## config.mk

```make
export PLATFORM = sky130hd
export DESIGN_NAME = psgc_top
export DESIGN_NICKNAME = d
export VERILOG_FILES = /design/src/psgc_pkg.sv /design/src/psgc_cmd_if.sv /design/src/psgc_pin_drive.sv /design/src/psgc_top.sv
export SDC_FILE = /design/constraint.sdc
export NUM_CORES = 1
export LEC_CHECK = 0
export BUFFER_PORTS_ARGS = -buffer_cell sky130_fd_sc_hd__buf_2
export CORE_ASPECT_RATIO = 0.9
export CORE_UTILIZATION = 45
export CTS_BUF_LIST = sky130_fd_sc_hd__clkbuf_8 sky130_fd_sc_hd__clkbuf_16
export DETAILED_ROUTE_END_ITERATION = 7
export HOLD_SLACK_MARGIN = 0.08
export PLACE_DENSITY = 0.76
export SLEW_MARGIN = 5
export SYNTH_ARGS = -nofsm -noshare
export SYNTH_HDL_FRONTEND = slang
export SYNTH_SLANG_ARGS = --single-unit
```

## constraint.sdc

```tcl
create_clock -name pclk -period 1.75 [get_ports pclk]
set_input_delay 0.175 -clock pclk [delete_from_list [all_inputs] [get_ports pclk]]
set_output_delay 0.175 -clock pclk [all_outputs]
set_load 0.005 [all_outputs]
```

## src/psgc_pkg.sv

```systemverilog
// Purpose: shared constants and types for the power stage gate controller
// Assumes: 50 MHz pclk, 32-bit apb data
// Notes: level codes are the two-bit forms of the three-level pins
package psgc_pkg;
  // three-level pin codes
  typedef enum logic [1:0] {
    PSGC_LVL_LOW = 2'b00,
    PSGC_LVL_MID = 2'b01,
    PSGC_LVL_HIGH = 2'b11
  } psgc_level_type;

  // register map, byte addresses
  localparam logic [11:0] PSGC_CTRL_ADDR = 12'h000;
  localparam logic [11:0] PSGC_STAT_ADDR = 12'h004;
  localparam logic [11:0] PSGC_CAL_ADDR = 12'h008;

  // control fields
  localparam int PSGC_CTRL_EN_BIT = 0;
  localparam int PSGC_CTRL_PWM_LSB = 1;
  localparam int PSGC_CTRL_SKIP_LSB = 3;
  localparam int PSGC_CTRL_OWNZCD_BIT = 5;
  localparam logic [31:0] PSGC_CTRL_RESET = 32'h0000_0018;

  // status fields
  localparam int PSGC_STAT_WARN_BIT = 0;
  localparam int PSGC_STAT_CAL_BIT = 1;
  localparam int PSGC_STAT_PWM_LSB = 2;
  localparam int PSGC_STAT_SKIP_LSB = 4;

  // timing
  localparam int PSGC_CLK_MHZ = 50;
  localparam int PSGC_CAL_US = 25;
  localparam int PSGC_CAL_CYCLES = PSGC_CAL_US * PSGC_CLK_MHZ;
  localparam int PSGC_CNT_W = 16;

  // calibration sequencer states, gray coded
  typedef enum logic [1:0] {
    PSGC_ST_OFF = 2'b00,
    PSGC_ST_CAL = 2'b01,
    PSGC_ST_RUN = 2'b11
  } psgc_state_type;
endpackage

```

## src/psgc_cmd_if.sv

```systemverilog
// Purpose: command bundle from the register file to the pin driver
// Assumes: single pclk domain
// Notes: carries requested pin levels and the applied levels back
`timescale 1ns/100ps
interface psgc_cmd_if;
  import psgc_pkg::*;
  psgc_level_type want_pwm;
  psgc_level_type want_skip;
  logic want_enable;
  logic own_zcd;
  psgc_level_type pwm;
  psgc_level_type skip;
  logic enable;
  modport regs (output want_pwm, want_skip, want_enable, own_zcd, input pwm, skip, enable);
  modport pins (input want_pwm, want_skip, want_enable, own_zcd, output pwm, skip, enable);
endinterface

```

## src/psgc_pin_drive.sv

```systemverilog
// Purpose: turns requested levels into legal pin levels for the stage
// Assumes: requests are stable for a cycle at least
// Notes: skip level is pinned by the zero-current ownership choice
`timescale 1ns/100ps
module psgc_pin_drive (
  // clock and reset
  input wire logic pclk,
  input wire logic presetn,
  // commands
  psgc_cmd_if.pins cmd
);
  import psgc_pkg::*;

  // ===========================================================
  // skip select
  // own detection low
  always_ff @(posedge pclk or negedge presetn) begin
    if (!presetn) begin
      cmd.skip <= PSGC_LVL_HIGH;
    end else if (cmd.own_zcd) begin
      cmd.skip <= PSGC_LVL_LOW;
    end else if (cmd.want_skip == PSGC_LVL_MID) begin
      cmd.skip <= PSGC_LVL_MID;
    end else begin
      cmd.skip <= PSGC_LVL_HIGH;
    end
  end

  // ===========================================================
  // modulation level
  // high low or mid
  always_ff @(posedge pclk or negedge presetn) begin
    if (!presetn) begin
      cmd.pwm <= PSGC_LVL_LOW;
    end else if (cmd.want_pwm == PSGC_LVL_HIGH || cmd.want_pwm == PSGC_LVL_MID) begin
      cmd.pwm <= cmd.want_pwm;
    end else begin
      cmd.pwm <= PSGC_LVL_LOW;
    end
  end

  // ===========================================================
  // enable
  always_ff @(posedge pclk or negedge presetn) begin
    if (!presetn) begin
      cmd.enable <= 1'b0;
    end else begin
      cmd.enable <= cmd.want_enable;
    end
  end
endmodule

```

## src/psgc_top.sv

```systemverilog
// Purpose: controller that drives a buck power stage through its pins
// Assumes: apb slave for software, stage pins synchronous to pclk
// Notes: the stage sees two-bit level codes, analog levels made outside
`timescale 1ns/100ps
module psgc_top (
  // clock and reset
  input wire logic pclk,
  input wire logic presetn,
  // apb slave
  input wire logic psel,
  input wire logic penable,
  input wire logic pwrite,
  input wire logic [11:0] paddr,
  input wire logic [31:0] pwdata,
  output logic [31:0] prdata,
  output logic pready,
  output logic pslverr,
  // stage pins
  output psgc_pkg::psgc_level_type pwm_level,
  output psgc_pkg::psgc_level_type skip_mode_sel,
  output logic drive_enable_n,
  input wire logic thermal_warn_n_in,
  output logic thermal_warn_n_out,
  output logic thermal_warn_n_oe,
  // controller side detection input
  input wire logic zero_current_detect
);
  import psgc_pkg::*;

  psgc_cmd_if cmd ();
  psgc_state_type state;
  logic [31:0] ctrl;
  logic [PSGC_CNT_W-1:0] cal_count;
  logic warn;
  logic access;
  logic known;
  logic wr_ctrl;
  logic rd_setup;
  logic [31:0] next_ctrl;
  logic [31:0] status_word;
  logic cal_done;
  logic zero_cut;
  psgc_state_type next_state;

  psgc_pin_drive u_pins (
    .pclk(pclk),
    .presetn(presetn),
    .cmd(cmd.pins)
  );

  // ===========================================================
  // apb slave, zero wait states
  assign access = psel && penable;
  assign pready = 1'b1;
  assign known = (paddr == PSGC_CTRL_ADDR) || (paddr == PSGC_STAT_ADDR) ||
                 (paddr == PSGC_CAL_ADDR);
  assign pslverr = access && !known;
  // a write lands in its access cycle, read data is loaded in setup
  assign wr_ctrl = access && pwrite && (paddr == PSGC_CTRL_ADDR);
  assign rd_setup = psel && !penable && !pwrite;

  // only the defined control fields are kept, the rest read as zero
  always_comb begin
    next_ctrl = '0;
    next_ctrl[PSGC_CTRL_EN_BIT] = pwdata[PSGC_CTRL_EN_BIT];
    next_ctrl[PSGC_CTRL_PWM_LSB +: 2] = pwdata[PSGC_CTRL_PWM_LSB +: 2];
    next_ctrl[PSGC_CTRL_SKIP_LSB +: 2] = pwdata[PSGC_CTRL_SKIP_LSB +: 2];
    next_ctrl[PSGC_CTRL_OWNZCD_BIT] = pwdata[PSGC_CTRL_OWNZCD_BIT];
  end

  always_ff @(posedge pclk or negedge presetn) begin
    if (!presetn) begin
      ctrl <= PSGC_CTRL_RESET;
    end else if (wr_ctrl) begin
      ctrl <= next_ctrl;
    end
  end

  // ===========================================================
  // status word
  // reports the levels handed to the pins, not the raw requests
  always_comb begin
    status_word = '0;
    status_word[PSGC_STAT_WARN_BIT] = warn;
    status_word[PSGC_STAT_CAL_BIT] = (state == PSGC_ST_CAL);
    status_word[PSGC_STAT_PWM_LSB +: 2] = cmd.pwm;
    status_word[PSGC_STAT_SKIP_LSB +: 2] = cmd.skip;
  end

  always_ff @(posedge pclk or negedge presetn) begin
    if (!presetn) begin
      prdata <= 32'h0000_0000;
    end else if (rd_setup) begin
      case (paddr)
        PSGC_CTRL_ADDR: begin
          prdata <= ctrl;
        end
        PSGC_STAT_ADDR: begin
          prdata <= status_word;
        end
        PSGC_CAL_ADDR: begin
          prdata <= {{(32-PSGC_CNT_W){1'b0}}, cal_count};
        end
        default: begin
          prdata <= 32'h0000_0000;
        end
      endcase
    end
  end

  // ===========================================================
  // commands to the pin driver
  // unknown level codes are cast through and mapped by the pin driver
  assign cmd.want_pwm = psgc_level_type'(ctrl[PSGC_CTRL_PWM_LSB +: 2]);
  assign cmd.want_skip = psgc_level_type'(ctrl[PSGC_CTRL_SKIP_LSB +: 2]);
  assign cmd.own_zcd = ctrl[PSGC_CTRL_OWNZCD_BIT];
  assign cmd.want_enable = ctrl[PSGC_CTRL_EN_BIT];

  // ===========================================================
  // calibration wait after every enable rise
  // the stage ignores modulation while it calibrates, so hold pwm low
  assign cal_done = (cal_count == '0);

  always_comb begin
    next_state = state;
    case (state)
      PSGC_ST_OFF: begin
        if (cmd.enable) begin
          next_state = PSGC_ST_CAL;
        end
      end
      PSGC_ST_CAL: begin
        if (!cmd.enable) begin
          next_state = PSGC_ST_OFF;
        end else if (cal_done) begin
          next_state = PSGC_ST_RUN;
        end
      end
      PSGC_ST_RUN: begin
        if (!cmd.enable) begin
          next_state = PSGC_ST_OFF;
        end
      end
      default: begin
        next_state = PSGC_ST_OFF;
      end
    endcase
  end

  always_ff @(posedge pclk or negedge presetn) begin
    if (!presetn) begin
      state <= PSGC_ST_OFF;
    end else begin
      state <= next_state;
    end
  end

  // loads on entry to calibration, stops at zero; a drop of enable
  // mid-count abandons it and the next rise starts a full wait again
  always_ff @(posedge pclk or negedge presetn) begin
    if (!presetn) begin
      cal_count <= '0;
    end else if (state == PSGC_ST_OFF && cmd.enable) begin
      cal_count <= PSGC_CNT_W'(PSGC_CAL_CYCLES);
    end else if (state == PSGC_ST_CAL && cmd.enable && !cal_done) begin
      cal_count <= cal_count - 1'b1;
    end
  end

  // ===========================================================
  // pins
  // mid on zero current
  // own detection cuts the low side one cycle after zero current is seen
  assign zero_cut = cmd.own_zcd && zero_current_detect && (cmd.pwm == PSGC_LVL_LOW);

  always_ff @(posedge pclk or negedge presetn) begin
    if (!presetn) begin
      pwm_level <= PSGC_LVL_LOW;
    end else if (state != PSGC_ST_RUN) begin
      pwm_level <= PSGC_LVL_LOW;
    end else if (zero_cut) begin
      pwm_level <= PSGC_LVL_MID;
    end else begin
      pwm_level <= cmd.pwm;
    end
  end

  always_ff @(posedge pclk or negedge presetn) begin
    if (!presetn) begin
      skip_mode_sel <= PSGC_LVL_HIGH;
      drive_enable_n <= 1'b0;
    end else begin
      skip_mode_sel <= cmd.skip;
      // enable pin high means stage may drive
      drive_enable_n <= cmd.enable;
    end
  end

  // warning pin is an input from the stage; never driven by us
  assign thermal_warn_n_out = 1'b1;
  assign thermal_warn_n_oe = 1'b1;

  always_ff @(posedge pclk or negedge presetn) begin
    if (!presetn) begin
      warn <= 1'b0;
    end else begin
      warn <= !thermal_warn_n_in;
    end
  end
endmodule

```

== After elaboration in Yosys (flattened, before gate mapping) ==
Index checks and enable logic that the tools add are counted.
W data, S select, Z words.

* Register bits: 67
* Bits in latches: 0
* RAM bits: 0
* Bits in read-only memories: 0
* Input port bits: 51
* Word-level logic and storage cells: 61
* Memories kept: 0

* Add/sub/neg operators: 1
* $mul: 0
* Div/mod/pow operators: 0
* Order comparisons: 0
* Equality and inequality tests: 11
* Shifts and indexed selects: 0
* Muxes and demuxes: 13
* Bitwise logic cells: 0
* Reductions and logical operators: 25

{| class="wikitable"
|+ Operator list
! cell !! count
|-
| $pmux W16 S3 || 1
|-
| $mux W16 || 2
|-
| $mux W2 || 9
|-
| $logic_not A16 Y1 || 1
|-
| $sub A16 B1 Y16 const B || 1
|-
| $eq A12 B3 Y1 const B || 1
|-
| $eq A12 B4 Y1 const B || 1
|-
| $logic_not A12 Y1 || 1
|-
| $logic_and A1 B1 Y1 || 11
|-
| $eq A2 B1 Y1 const B || 3
|-
| $pmux W2 S3 || 1
|-
| $logic_not A1 Y1 || 5
|-
| $eq A2 B2 Y1 const B || 2
|-
| $logic_not A2 Y1 || 2
|-
| $ne A2 B2 Y1 const B || 2
|-
| $logic_or A1 B1 Y1 || 3
|-
| $ne A3 B3 Y1 const B || 1
|-
| $reduce_and A3 Y1 || 1
|-
| $ne A2 B1 Y1 const B || 1
|-
| $reduce_bool A2 Y1 || 1
|}

== Longest topological paths before layout ==
Gate-level depths: netlist of the first run.

* Depth in word-level cells: 5
* Mapped depth: 6
* Mapped depth without buffers: 6

== By module ==
Synthesis of the first run repeated with hierarchy kept, for this count alone.

* Cells, all modules: 242
* Area total of the unflattened synthesis: 2489.9 µm²

{| class="wikitable"
|+ By module, submodules not included
! module !! instances !! cells an instance !! area an instance (µm²) !! sequential area each (µm²)
|-
| psgc_top || 1 || 232 || 2336.0 || 1156.1
|-
| psgc_pin_drive || 1 || 10 || 153.9 || 127.6
|}

== Worst setup path before layout of the first run ==
Ideal clock, no wire load.

* Path type: reg-to-reg
* From: register cal_count[1]
* To: register cal_count[8]
* Setup time: 120 ps
* Arrival time: 1790 ps
* Data required time: 1630 ps
* Slack: -160 ps
* Cell stages (with the launch flop): 7
* Buffers on the path: 0
* Period minus slack after synthesis: 1910 ps
* Cells stage by stage: dfrtp_1 -> inv_1 -> ha_1 -> or3b_2 -> nor3_1 -> a211oi_1 -> a41o_1

* Word-level cells in the longest chain between the ends: 4
* Elaborated cells between the ends (all ways): 7
* Classes of those cells: add/sub: 1; mux: 2; reduce/logical: 4

{| class="wikitable"
|+ RTL lines
! item !! RTL line !! RTL
|-
| start, declared || psgc_top.sv:33 || <nowiki>logic [PSGC_CNT_W-1:0] cal_count;</nowiki>
|-
| start signal, assigned || psgc_top.sv:164 || <nowiki>cal_count <= PSGC_CNT_W'(PSGC_CAL_CYCLES);</nowiki>
|-
| start signal, assigned || psgc_top.sv:166 || <nowiki>cal_count <= cal_count - 1'b1;</nowiki>
|-
| parallel branches: the longest is 4 deep, another holds $sub A16 B1 Y16 || n/a ||
|}

Several ways; the timed one is not identified. The select of a mux whose other input is x is not followed.
A chain may end at the register's enable or synchronous reset.

== Worst setup path after layout of the first run ==
* From: register cal_count[5]
* To: register cal_count[12]

The elaborated chain is that of the path after synthesis.

==> reports/results.ini, run 1 <==
[detailed_routing]
postRouteAntennaNets=0
drtIter0Drc=157
wl_met3_um=295
top_layer_used=met4
vias_per_cell=5.48
m1WireLength_mm=2.68
wl_per_cell_um=15.0
drt_wl_total_mm=5.90
drt-pass1-iter-count=4
vias=2149
wl_met2_mm=2.85
drc=0

[synthesis]
synth.most_common_cell=dfrtp_1
synth.area.top_cells=dfrtp_1 (44%), dfstp_2 (6.1%), buf_4 (5.5%), mux2_4 (3.5%), a22o_1 (3.4%)
syn_area_per_cell_um2=10.8
synth_cell_types=56
yosysTopAreaCell=dfrtp_1
synth_commonest_cells=dfrtp_1 (45), buf_4 (19), nand2_1 (17)
synth-async-reset-ratio_pct=100
ys_warn_count=0
synth_edf_count=0
synth_ff_type=dfrtp_1
synth_area_um2=2570
ys_ff_latch=51
synth.top_cell.area_share_pct=43.7
synthCells=238
synth_seq_area_share_pct=49.9

[final_layout]
multi_input_area_um2=1220
design_area_um2=3290
final-seq-area_um2=1280
fin_nets=376
num_antenna_cells=0
fill_cells=426
layout-drive-gt1-share_pct=40.3
area_growth_pct=27.9

[pwr]
power_density_nw_per_um2=645
vdd_ir_drop_max_v=0.000505
leakage_nw=1.67

[critical_path]
critPathCaptureType=flip-flop
cp_max_fo=3
rrSetupSlack_ps=-80
worstSetupPathType=flip-flop to flip-flop
cp.required_ps=1990
crit_arrival_ps=2070
cp-start-kind=flip-flop

[timing]
hold_ws_ps=94.0
clock.fmax_mhz=548
min_period_ps=1830
rsz0062_at_grt=yes
post-route-period-util_pct=104
setup_slack_ps=-75.4
setup_violations=4
hold_viol=0
relSlewSlack_pct=58.1
worstMarginPinSlew_ps=629
clock_skew_ps=5.19
slew_violations=0

[floorplan]
num_rows=25
start_util_pct=47.9
die_area_um2=6030
ios=92
coreArea_um2=5380
die_h_um=73.8
die-width_um=81.7

[placed_design]
portBuffers=46
hpwl_mm=4.13
dpl_cell_area_um2=3050
routabilityCongestion=0.842

[outcome]
status=complete, but fails checks
violations=setup timing

[clock_tree]
htreeDepth=2
cts_tree=built
clk_latency_ps=300
numCtsBuffers=5
cts.sinks=51
cts_root_buf=clkbuf_8
path_clk_slew_ps=90
cts_max_path_buffers=2

[min_path]
hold_path.class=input pin to flip-flop

[global_routing]
grt_pass1_wl_mm=9.18
grt.total_usage_pct=20.0
antenna_found_initial=0
first_global_vias=2041
grt_max_degree=52
overflow=0

[job]
cap_violations=0

==> state kept, by name, indices dropped and copies added, names as in the netlist <==
name	flops
cal_count	16
prdata	16
ctrl	6
pwm_level	2
skip_mode_sel	2
state	2
u_pins.cmd.pwm	2
u_pins.cmd.skip	2
drive_enable_n	1
u_pins.cmd.enable	1
warn	1
==> power breakdown <==
group	internal, W	switching [W]
Combinational	0.0000844	0.000103
Sequential	0.00118	0.00000403
Clock	0.000360	0.000390
==> layout make-up <==
type	instances	share of cell area, %
multi-input cells	167	37.0
well taps	67	2.54
flip-flops and latches	51	39.0
inverters	10	1.14
repair buffers	89	17.2
clock inverters	1	0.228
clock buffers	7	2.92
==> through the flow <==
| step | cells | worst slack (ps) | TNS, ps | utilization [%] | total power (W) |
|---|---|---|---|---|---|
| 2_1_floorplan | 255 | -29.6 | -123 | - | 0.00131 |
| 3_3_place_gp | 375 | -138 | -2190 | 56.6 | 0.00137 |
| 3_5_place_dp | 375 | -171 | -2780 | 56.6 | 0.00138 |
| 4_1_cts | 388 | -34.2 | -69.8 | 59.8 | 0.00212 |
| 5_1_grt | 392 | -131 | -504 | 61.2 | 0.00220 |
| 6_report | 392 | -75.4 | -152 | 61.2 | 0.00212 |
==> kinds of logic (layout without fill, tap and decap cells) <==
group,count (synthesis),after routing,share of synthesized area (%)
AOI/OAI and AO/OA,50,50,14.0
adders and majority gates,1,1,0.486
buffers and inverters,37,107,8.60
DFF,51,51,49.9
muxes,13,13,6.22
other,2,19,0.292
and+or+nand+nor,84,84,20.6
==> layer usage <==
| layer | global-route usage, % | vias to the layer above |
|---|---|---|
| met5 | 0 | - |
| met4 | 6.82 | 0 |
| met3 | 3.60 | 6 |
| met2 | 32.4 | 75 |
| met1 | 26.9 | 1061 |
| li1 | - | 1007 |
==> worst max-delay path, cell delays in order, from the launching register on <==
cell	delay (ps)
dfrtp_1	420
nor4_4	370
buf_4	190
nand4_1	140
or4b_4	520
a21oi_2	120
==> path summary, 6_finish.rpt <==
kind,cells past startpoint,from,end
worst max-delay path,5,cal_count[5],cal_count[12]
worst min-delay path,2,pwdata[5],ctrl[5]
worst max register to register,5,cal_count[5],cal_count[12]
worst min register to register,0,u_pins.cmd.skip[0],skip_mode_sel[0]
max in group asynchronous,3,presetn,cal_count[10]
min in group asynchronous,3,presetn,pwm_level[1]
==> layout by cell type, fill, tap and decap left out, types with 2 or more instances in the layout <==
cell | netlist | final
mux2i_1 | 7 | 7
and2_1 | 3 | 2
inv_1 | 10 | 10
a22o_1 | 10 | 10
mux2_4 | 6 | 6
o211ai_1 | 4 | 4
nand3_1 | 3 | 3
and3_1 | 3 | 3
nand2b_1 | 3 | 3
nor4_4 | 1 | 2
nor2_1 | 14 | 14
buf_6 | 1 | 2
dlygate4sd3_1 | 0 | 2
dfrtp_1 | 45 | 44
buf_4 | 19 | 39
nor2b_1 | 4 | 4
o21ai_0 | 4 | 3
nor3_2 | 0 | 3
nand2_1 | 17 | 17
or4_4 | 3 | 3
a21oi_1 | 12 | 11
or4_1 | 4 | 4
o31ai_1 | 7 | 6
nand4_1 | 6 | 6
dfstp_2 | 6 | 6
nand4b_1 | 2 | 2
clkbuf_8 | 0 | 7
buf_2 | 3 | 46
or3_1 | 2 | 2
conb_1 | 2 | 19
==> repair_timing <==
action | in CTS | in global routing
gates resized for setup | 5 | 11
hold buffers | 2 | 0
setup buffers | 4 | 4
pin swaps | 6 | 8
endpoints found under the hold margin | 46 | 0
endpoints found under the setup margin | 9 | 13
Note: power is estimated with default switching activity, not from simulation.
==> run 2: changes to the inputs <==
--- a/config.mk
+++ b/config.mk
@@ -6,7 +6,6 @@
 export NUM_CORES = 1
 export LEC_CHECK = 0
 export BUFFER_PORTS_ARGS = -buffer_cell sky130_fd_sc_hd__buf_2
-export CORE_ASPECT_RATIO = 0.9
 export CORE_UTILIZATION = 45
 export CTS_BUF_LIST = sky130_fd_sc_hd__clkbuf_8 sky130_fd_sc_hd__clkbuf_16
 export DETAILED_ROUTE_END_ITERATION = 7
==> reports/results.ini, run 2 (synthesis gave the netlist of run 1 again) <==
[pwr]
power_density_nw_per_um2=631  ; -2.2%
totalPowerFinal_w=0.00212  ; about the same
clockPowerShare_pct=35.0  ; -0.3 points
leakage_nw=1.69  ; +1.5%
p_sw_share_pct=23.3  ; -0.13 points
vdd_ir_drop_max_v=0.000271  ; -46%
power.switching_w=0.000494  ; -0.54%
p_int_w=0.00163  ; +0.16%
pwr-share-seq_pct=55.9  ; about the same
pwr-share-comb_pct=9.1  ; +0.3 points

[min_path]
hold_path.class=input pin to flip-flop
min-delay-start=pwdata[4]

[global_routing]
first_global_vias=2026  ; -0.73%
overflow=0  ; unchanged
grt.total_usage_pct=20.0  ; -0.052 points
grt_max_degree=52  ; unchanged
grt_pass1_wl_mm=9.63  ; +4.9%
antenna_found_initial=0  ; unchanged

[clock_tree]
cts_tree=built
cts_root_buf=clkbuf_8
cts_max_path_buffers=2  ; unchanged
cts.sinks=51  ; unchanged
clk_latency_ps=300  ; about the same
path_clk_slew_ps=90  ; about the same
htreeDepth=2  ; unchanged
numCtsBuffers=5  ; unchanged

[floorplan]
num_rows=27  ; +8.0%
die_area_um2=6030  ; about the same
start_util_pct=46.8  ; -1.1 points
ios=92  ; unchanged
die-width_um=77.6  ; -5.0%
coreArea_um2=5510  ; +2.3%
die_h_um=77.6  ; +5.3%

[detailed_routing]
wl_per_cell_um=14.8  ; -1.3%
vias=2126  ; -1.1%
drt-pass1-iter-count=4  ; unchanged
vias_per_cell=5.33  ; -2.8%
drc=0  ; unchanged
postRouteAntennaNets=0  ; unchanged
drt_wl_total_mm=5.92  ; +0.42%
drtIter0Drc=189  ; +20%

[critical_path]
crit_family=simple AND/OR/NAND/NOR gates
cp_slowest_cell=or4_4
startpoint=cal_count[1]
cp_max_fo=4  ; +1
path_cells=buf_4 -> nor3_1 -> nand4_1 -> buf_4 -> or4_4 -> a21oi_2
cp_slowest_stage_delay_ps=410  ; -110 ps
crit_arrival_ps=2050  ; -20 ps
r2r-start=cal_count[1]
critical_path_buf_inv_count=2  ; +1
crit_top_cell=buf_4
worstSetupPathType=flip-flop to flip-flop
cp-start-kind=flip-flop
cp.required_ps=1990  ; about the same
critPathCaptureType=flip-flop

[placed_design]
hpwl_mm=4.09  ; -1.0%
portBuffers=46  ; unchanged
routabilityCongestion=0.836  ; -0.77%

[final_layout]
reg_top3=cal_count x16, prdata x16, ctrl x6
area_growth_pct=30.8
mostFrequentLayoutCells=buf_2 (46), dfrtp_1 (45), buf_4 (42), conb_1 (19), nand2_1 (17)
layout-drive-gt1-share_pct=43.7  ; +3.4 points
fin_util_pct=61.2  ; -0.065 points
num_antenna_cells=0  ; unchanged
layout_commonest_cell=buf_2
fin_nets=378  ; +0.53%

[timing]
setup_slack_ps=-69.4  ; +6.05 ps
clock.fmax_mhz=550  ; +0.33%
setup_violations=6  ; +2
clock_skew_ps=8.17  ; +2.98 ps
post-route-period-util_pct=104  ; -0.35 points
hold_viol=0  ; unchanged
min_period_ps=1820  ; -6.05 ps
slew_violations=0  ; unchanged
rsz0062_at_grt=yes

[outcome]
status=complete, but fails checks
violations=setup timing

[job]
cap_violations=0  ; unchanged

## run 2: cell count changes in the layout (fill, tap and decap cells not counted), sizes merged
cell and change:
buf +2
## run 2: per-layer routing
layer | vias up | wire, µm | track usage [%]
met1 | 1048 | 2690 | 26.8
met3 | 7 | 242 | 2.59
met5 | - | 0 | 0
met4 | 0 | 56 | 6.23
li1 | 1009 | - | -
met2 | 62 | 2930 | 33.5
## run 2: worst paths after layout
check	slack [ps]	depth (start not counted)	end
max reg2reg	-70	6	cal_count[11]
max in group asynchronous	1080	3	ctrl[3]
min reg2reg	370	0	skip_mode_sel[0]
min in group asynchronous	390	3	prdata[1]
min	100	2	ctrl[4]
max	-70	6	cal_count[11]
## run 2: layout make-up
class	count	area, µm²
Clock buffer	7	96.3
Clock inverter	1	7.51
Fill cell	432	2140
Inverter	10	37.5
Multi-Input combinational cell	167	1270
Sequential cell	51	1280
Tap cell	72	90.1
Timing Repair Buffer	91	586
## run 2: power by group through the flow
stage	clock [W]	combinational, W	sequential [W]
6_report	0.000743	0.000194	0.00119
5_1_grt	0.000786	0.000213	0.00119
3_5_place_dp	0	0.000170	0.00121
2_1_floorplan	0	0.0000963	0.00121
3_3_place_gp	0	0.000167	0.00121
4_1_cts	0.000754	0.000182	0.00119
## run 2: repair_timing
item                       4_1_cts  5_1_grt
resized for setup                4       22
buffers inserted                 4        2
hold endpoints to repair        46        0
pin swaps                        4        9
setup endpoints to repair       11       13
hold buffers                     2        0
## run 2: per-stage QoR
stage | setup slack, ps | instances | hold slack (ps) | area [µm²] | setup TNS (ps)
final | -69.4 | 399 | 96.1 | 3370 | -236
after CTS | -62.4 | 397 | 96.1 | 3260 | -171
after floorplan | -29.6 | 255 | -121 | 2660 | -123
after detailed placement | -157 | 383 | 184 | 3090 | -2950
after global placement | -137 | 383 | 181 | 3090 | -2180
after global routing | -198 | 399 | 94.7 | 3370 | -993
==> run 3: changes to the inputs <==
--- a/config.mk
+++ b/config.mk
@@ -11,6 +11,7 @@
 export DETAILED_ROUTE_END_ITERATION = 7
 export HOLD_SLACK_MARGIN = 0.08
 export PLACE_DENSITY = 0.76
+export SKIP_LAST_GASP = 1
 export SLEW_MARGIN = 5
 export SYNTH_ARGS = -nofsm -noshare
 export SYNTH_HDL_FRONTEND = slang
==> reports/results.ini, run 3 (synthesis gave the netlist of run 1 again) <==
[outcome]
status=complete, but fails checks
violations=setup timing

[detailed_routing]
drtIter0Drc=180  ; -4.8%
vias=2109  ; -0.80%
postRouteAntennaNets=0  ; unchanged
drt-pass1-iter-count=4  ; unchanged
vias_per_cell=5.27  ; -1.0%
wl_per_cell_um=14.9  ; about the same
drc=0  ; unchanged
drt_wl_total_mm=5.94  ; +0.29%

[critical_path]
r2r_cells=6  ; unchanged
critPathCaptureType=flip-flop
r2r-start=state[1]
reg2reg_to=cal_count[11]
startpoint=state[1]
cp_max_fo=4  ; unchanged
crit_arrival_ps=2050  ; about the same
cp.required_ps=1980  ; about the same
worstSetupPathType=flip-flop to flip-flop
cp-start-kind=flip-flop
rrSetupSlack_ps=-70  ; about the same
crit_end=cal_count[11]

[final_layout]
fill_cells=434  ; +0.46%
layout-drive-gt1-share_pct=43.3  ; -0.44 points
mostFrequentLayoutCells=buf_2 (46), dfrtp_1 (45), buf_4 (43), conb_1 (19), nand2_1 (17)
multi_input_area_um2=1260  ; -0.59%
fin_util_pct=61.2  ; unchanged
layout.cells.non_filler=400  ; +0.25%
reg_top3=cal_count x16, prdata x16, ctrl x6
num_antenna_cells=0  ; unchanged
fin_nets=379  ; +0.26%
layout_commonest_cell=buf_2
final-seq-area_um2=1280  ; unchanged
area_growth_pct=30.8  ; unchanged

[floorplan]
die_area_um2=6030  ; unchanged
ios=92  ; unchanged
start_util_pct=46.8  ; unchanged
die_h_um=77.6  ; unchanged
coreArea_um2=5510  ; unchanged
num_rows=27  ; unchanged
die-width_um=77.6  ; unchanged

[timing]
clock_skew_ps=7.75  ; -0.427 ps
fin_tns_setup_ps=-237  ; -0.451 ps
min_period_ps=1820  ; -0.0629 ps
post-route-period-util_pct=104  ; about the same
rsz0062_at_grt=yes
setup_slack_ps=-69.3  ; +0.0629 ps
slew_violations=0  ; unchanged
clock.fmax_mhz=550  ; about the same
setup_violations=6  ; unchanged
hold_viol=0  ; unchanged

[global_routing]
grt_pass1_wl_mm=9.63  ; unchanged
antenna_found_initial=0  ; unchanged
grt_max_degree=52  ; unchanged
grt.total_usage_pct=20.0  ; unchanged
first_global_vias=2026  ; unchanged
overflow=0  ; unchanged

[pwr]
leakage_nw=1.70  ; +0.26%
totalPowerFinal_w=0.00212  ; -0.19%
power_density_nw_per_um2=630  ; -0.19%
vdd_ir_drop_max_v=0.000270  ; -0.33%

[clock_tree]
clk_latency_ps=300  ; about the same
htreeDepth=2  ; unchanged
cts.sinks=51  ; unchanged
cts_root_buf=clkbuf_8
cts_max_path_buffers=2  ; unchanged
cts_tree=built
numCtsBuffers=5  ; unchanged
path_clk_slew_ps=90  ; about the same

[placed_design]
pre_cts_slack_ps=-157  ; unchanged
routabilityCongestion=0.836  ; unchanged
portBuffers=46  ; unchanged
hpwl_mm=4.09  ; unchanged
dpl.cell_count=383  ; unchanged

[min_path]
hold_path.class=input pin to flip-flop

[job]
cap_violations=0  ; unchanged

## run 3: changes by cell type in the layout (fill, tap and decap cells not counted)
cell     change
buf_4        +1
nand3_1      +1
nand3_2      -1
nor2_1       +1
nor2_2       -1
## run 3: what timing repair did
item / 4_1_cts / 5_1_grt
pin swaps: 4 / 8
endpoints found under the setup margin: 11 / 13
gates resized for setup: 3 / 21
endpoints found under the hold margin: 46 / 0
hold buffers: 2 / 0
buffers inserted: 4 / 3
## run 3: area by class of cell
type / instances / share of cell area (%)
Timing Repair Buffer: 92 / 17.6
Clock inverter: 1 / 0.223
Multi-Input combinational cell: 167 / 37.4
Clock buffer: 7 / 2.86
Inverter: 10 / 1.11
Tap cell: 72 / 2.67
Sequential cell: 51 / 38.1
## run 3: where the power goes
group	leakage (nW)	internal [W]	total, W	switching, W
Clock	0.0505	0.000360	0.000739	0.000379
Sequential	0.689	0.00118	0.00119	0.00000424
Combinational	0.956	0.0000878	0.000194	0.000106
## run 3: how the worst min path moves through the flow
stage          startpoint           end  slack (ps)  depth (start not counted)
2_1_floorplan     presetn  cal_count[0]        -120                          0
3_3_place_gp      presetn    prdata[12]         180                          2
3_5_place_dp      presetn    prdata[13]         180                          2
4_1_cts         pwdata[4]       ctrl[4]         100                          2
5_1_grt         pwdata[4]       ctrl[4]          90                          2
6_report        pwdata[4]       ctrl[4]         100                          2
## run 3: layer usage
layer | global-route usage [%] | vias to the layer above | routed length, µm
met5 | 0 | - | 0
met4 | 6.23 | 0 | 57
met3 | 2.59 | 7 | 237
met2 | 33.5 | 60 | 2930
met1 | 26.8 | 1031 | 2720
li1 | - | 1011 | -
## run 3: critical path, cell delays in order (launching register included)
cell and delay (ps):
dfrtp_1 400, nor4bb_2 300, buf_4 160, nand4_1 160
buf_4 210, or4_4 410, a21oi_2 120
## run 3: metrics by stage
stage / instance area, µm² / hold slack [ps]
2_1_floorplan: 2660 / -121
3_3_place_gp: 3090 / 181
3_5_place_dp: 3090 / 184
4_1_cts: 3250 / 96.1
5_1_grt: 3370 / 94.7
6_report: 3370 / 98.1
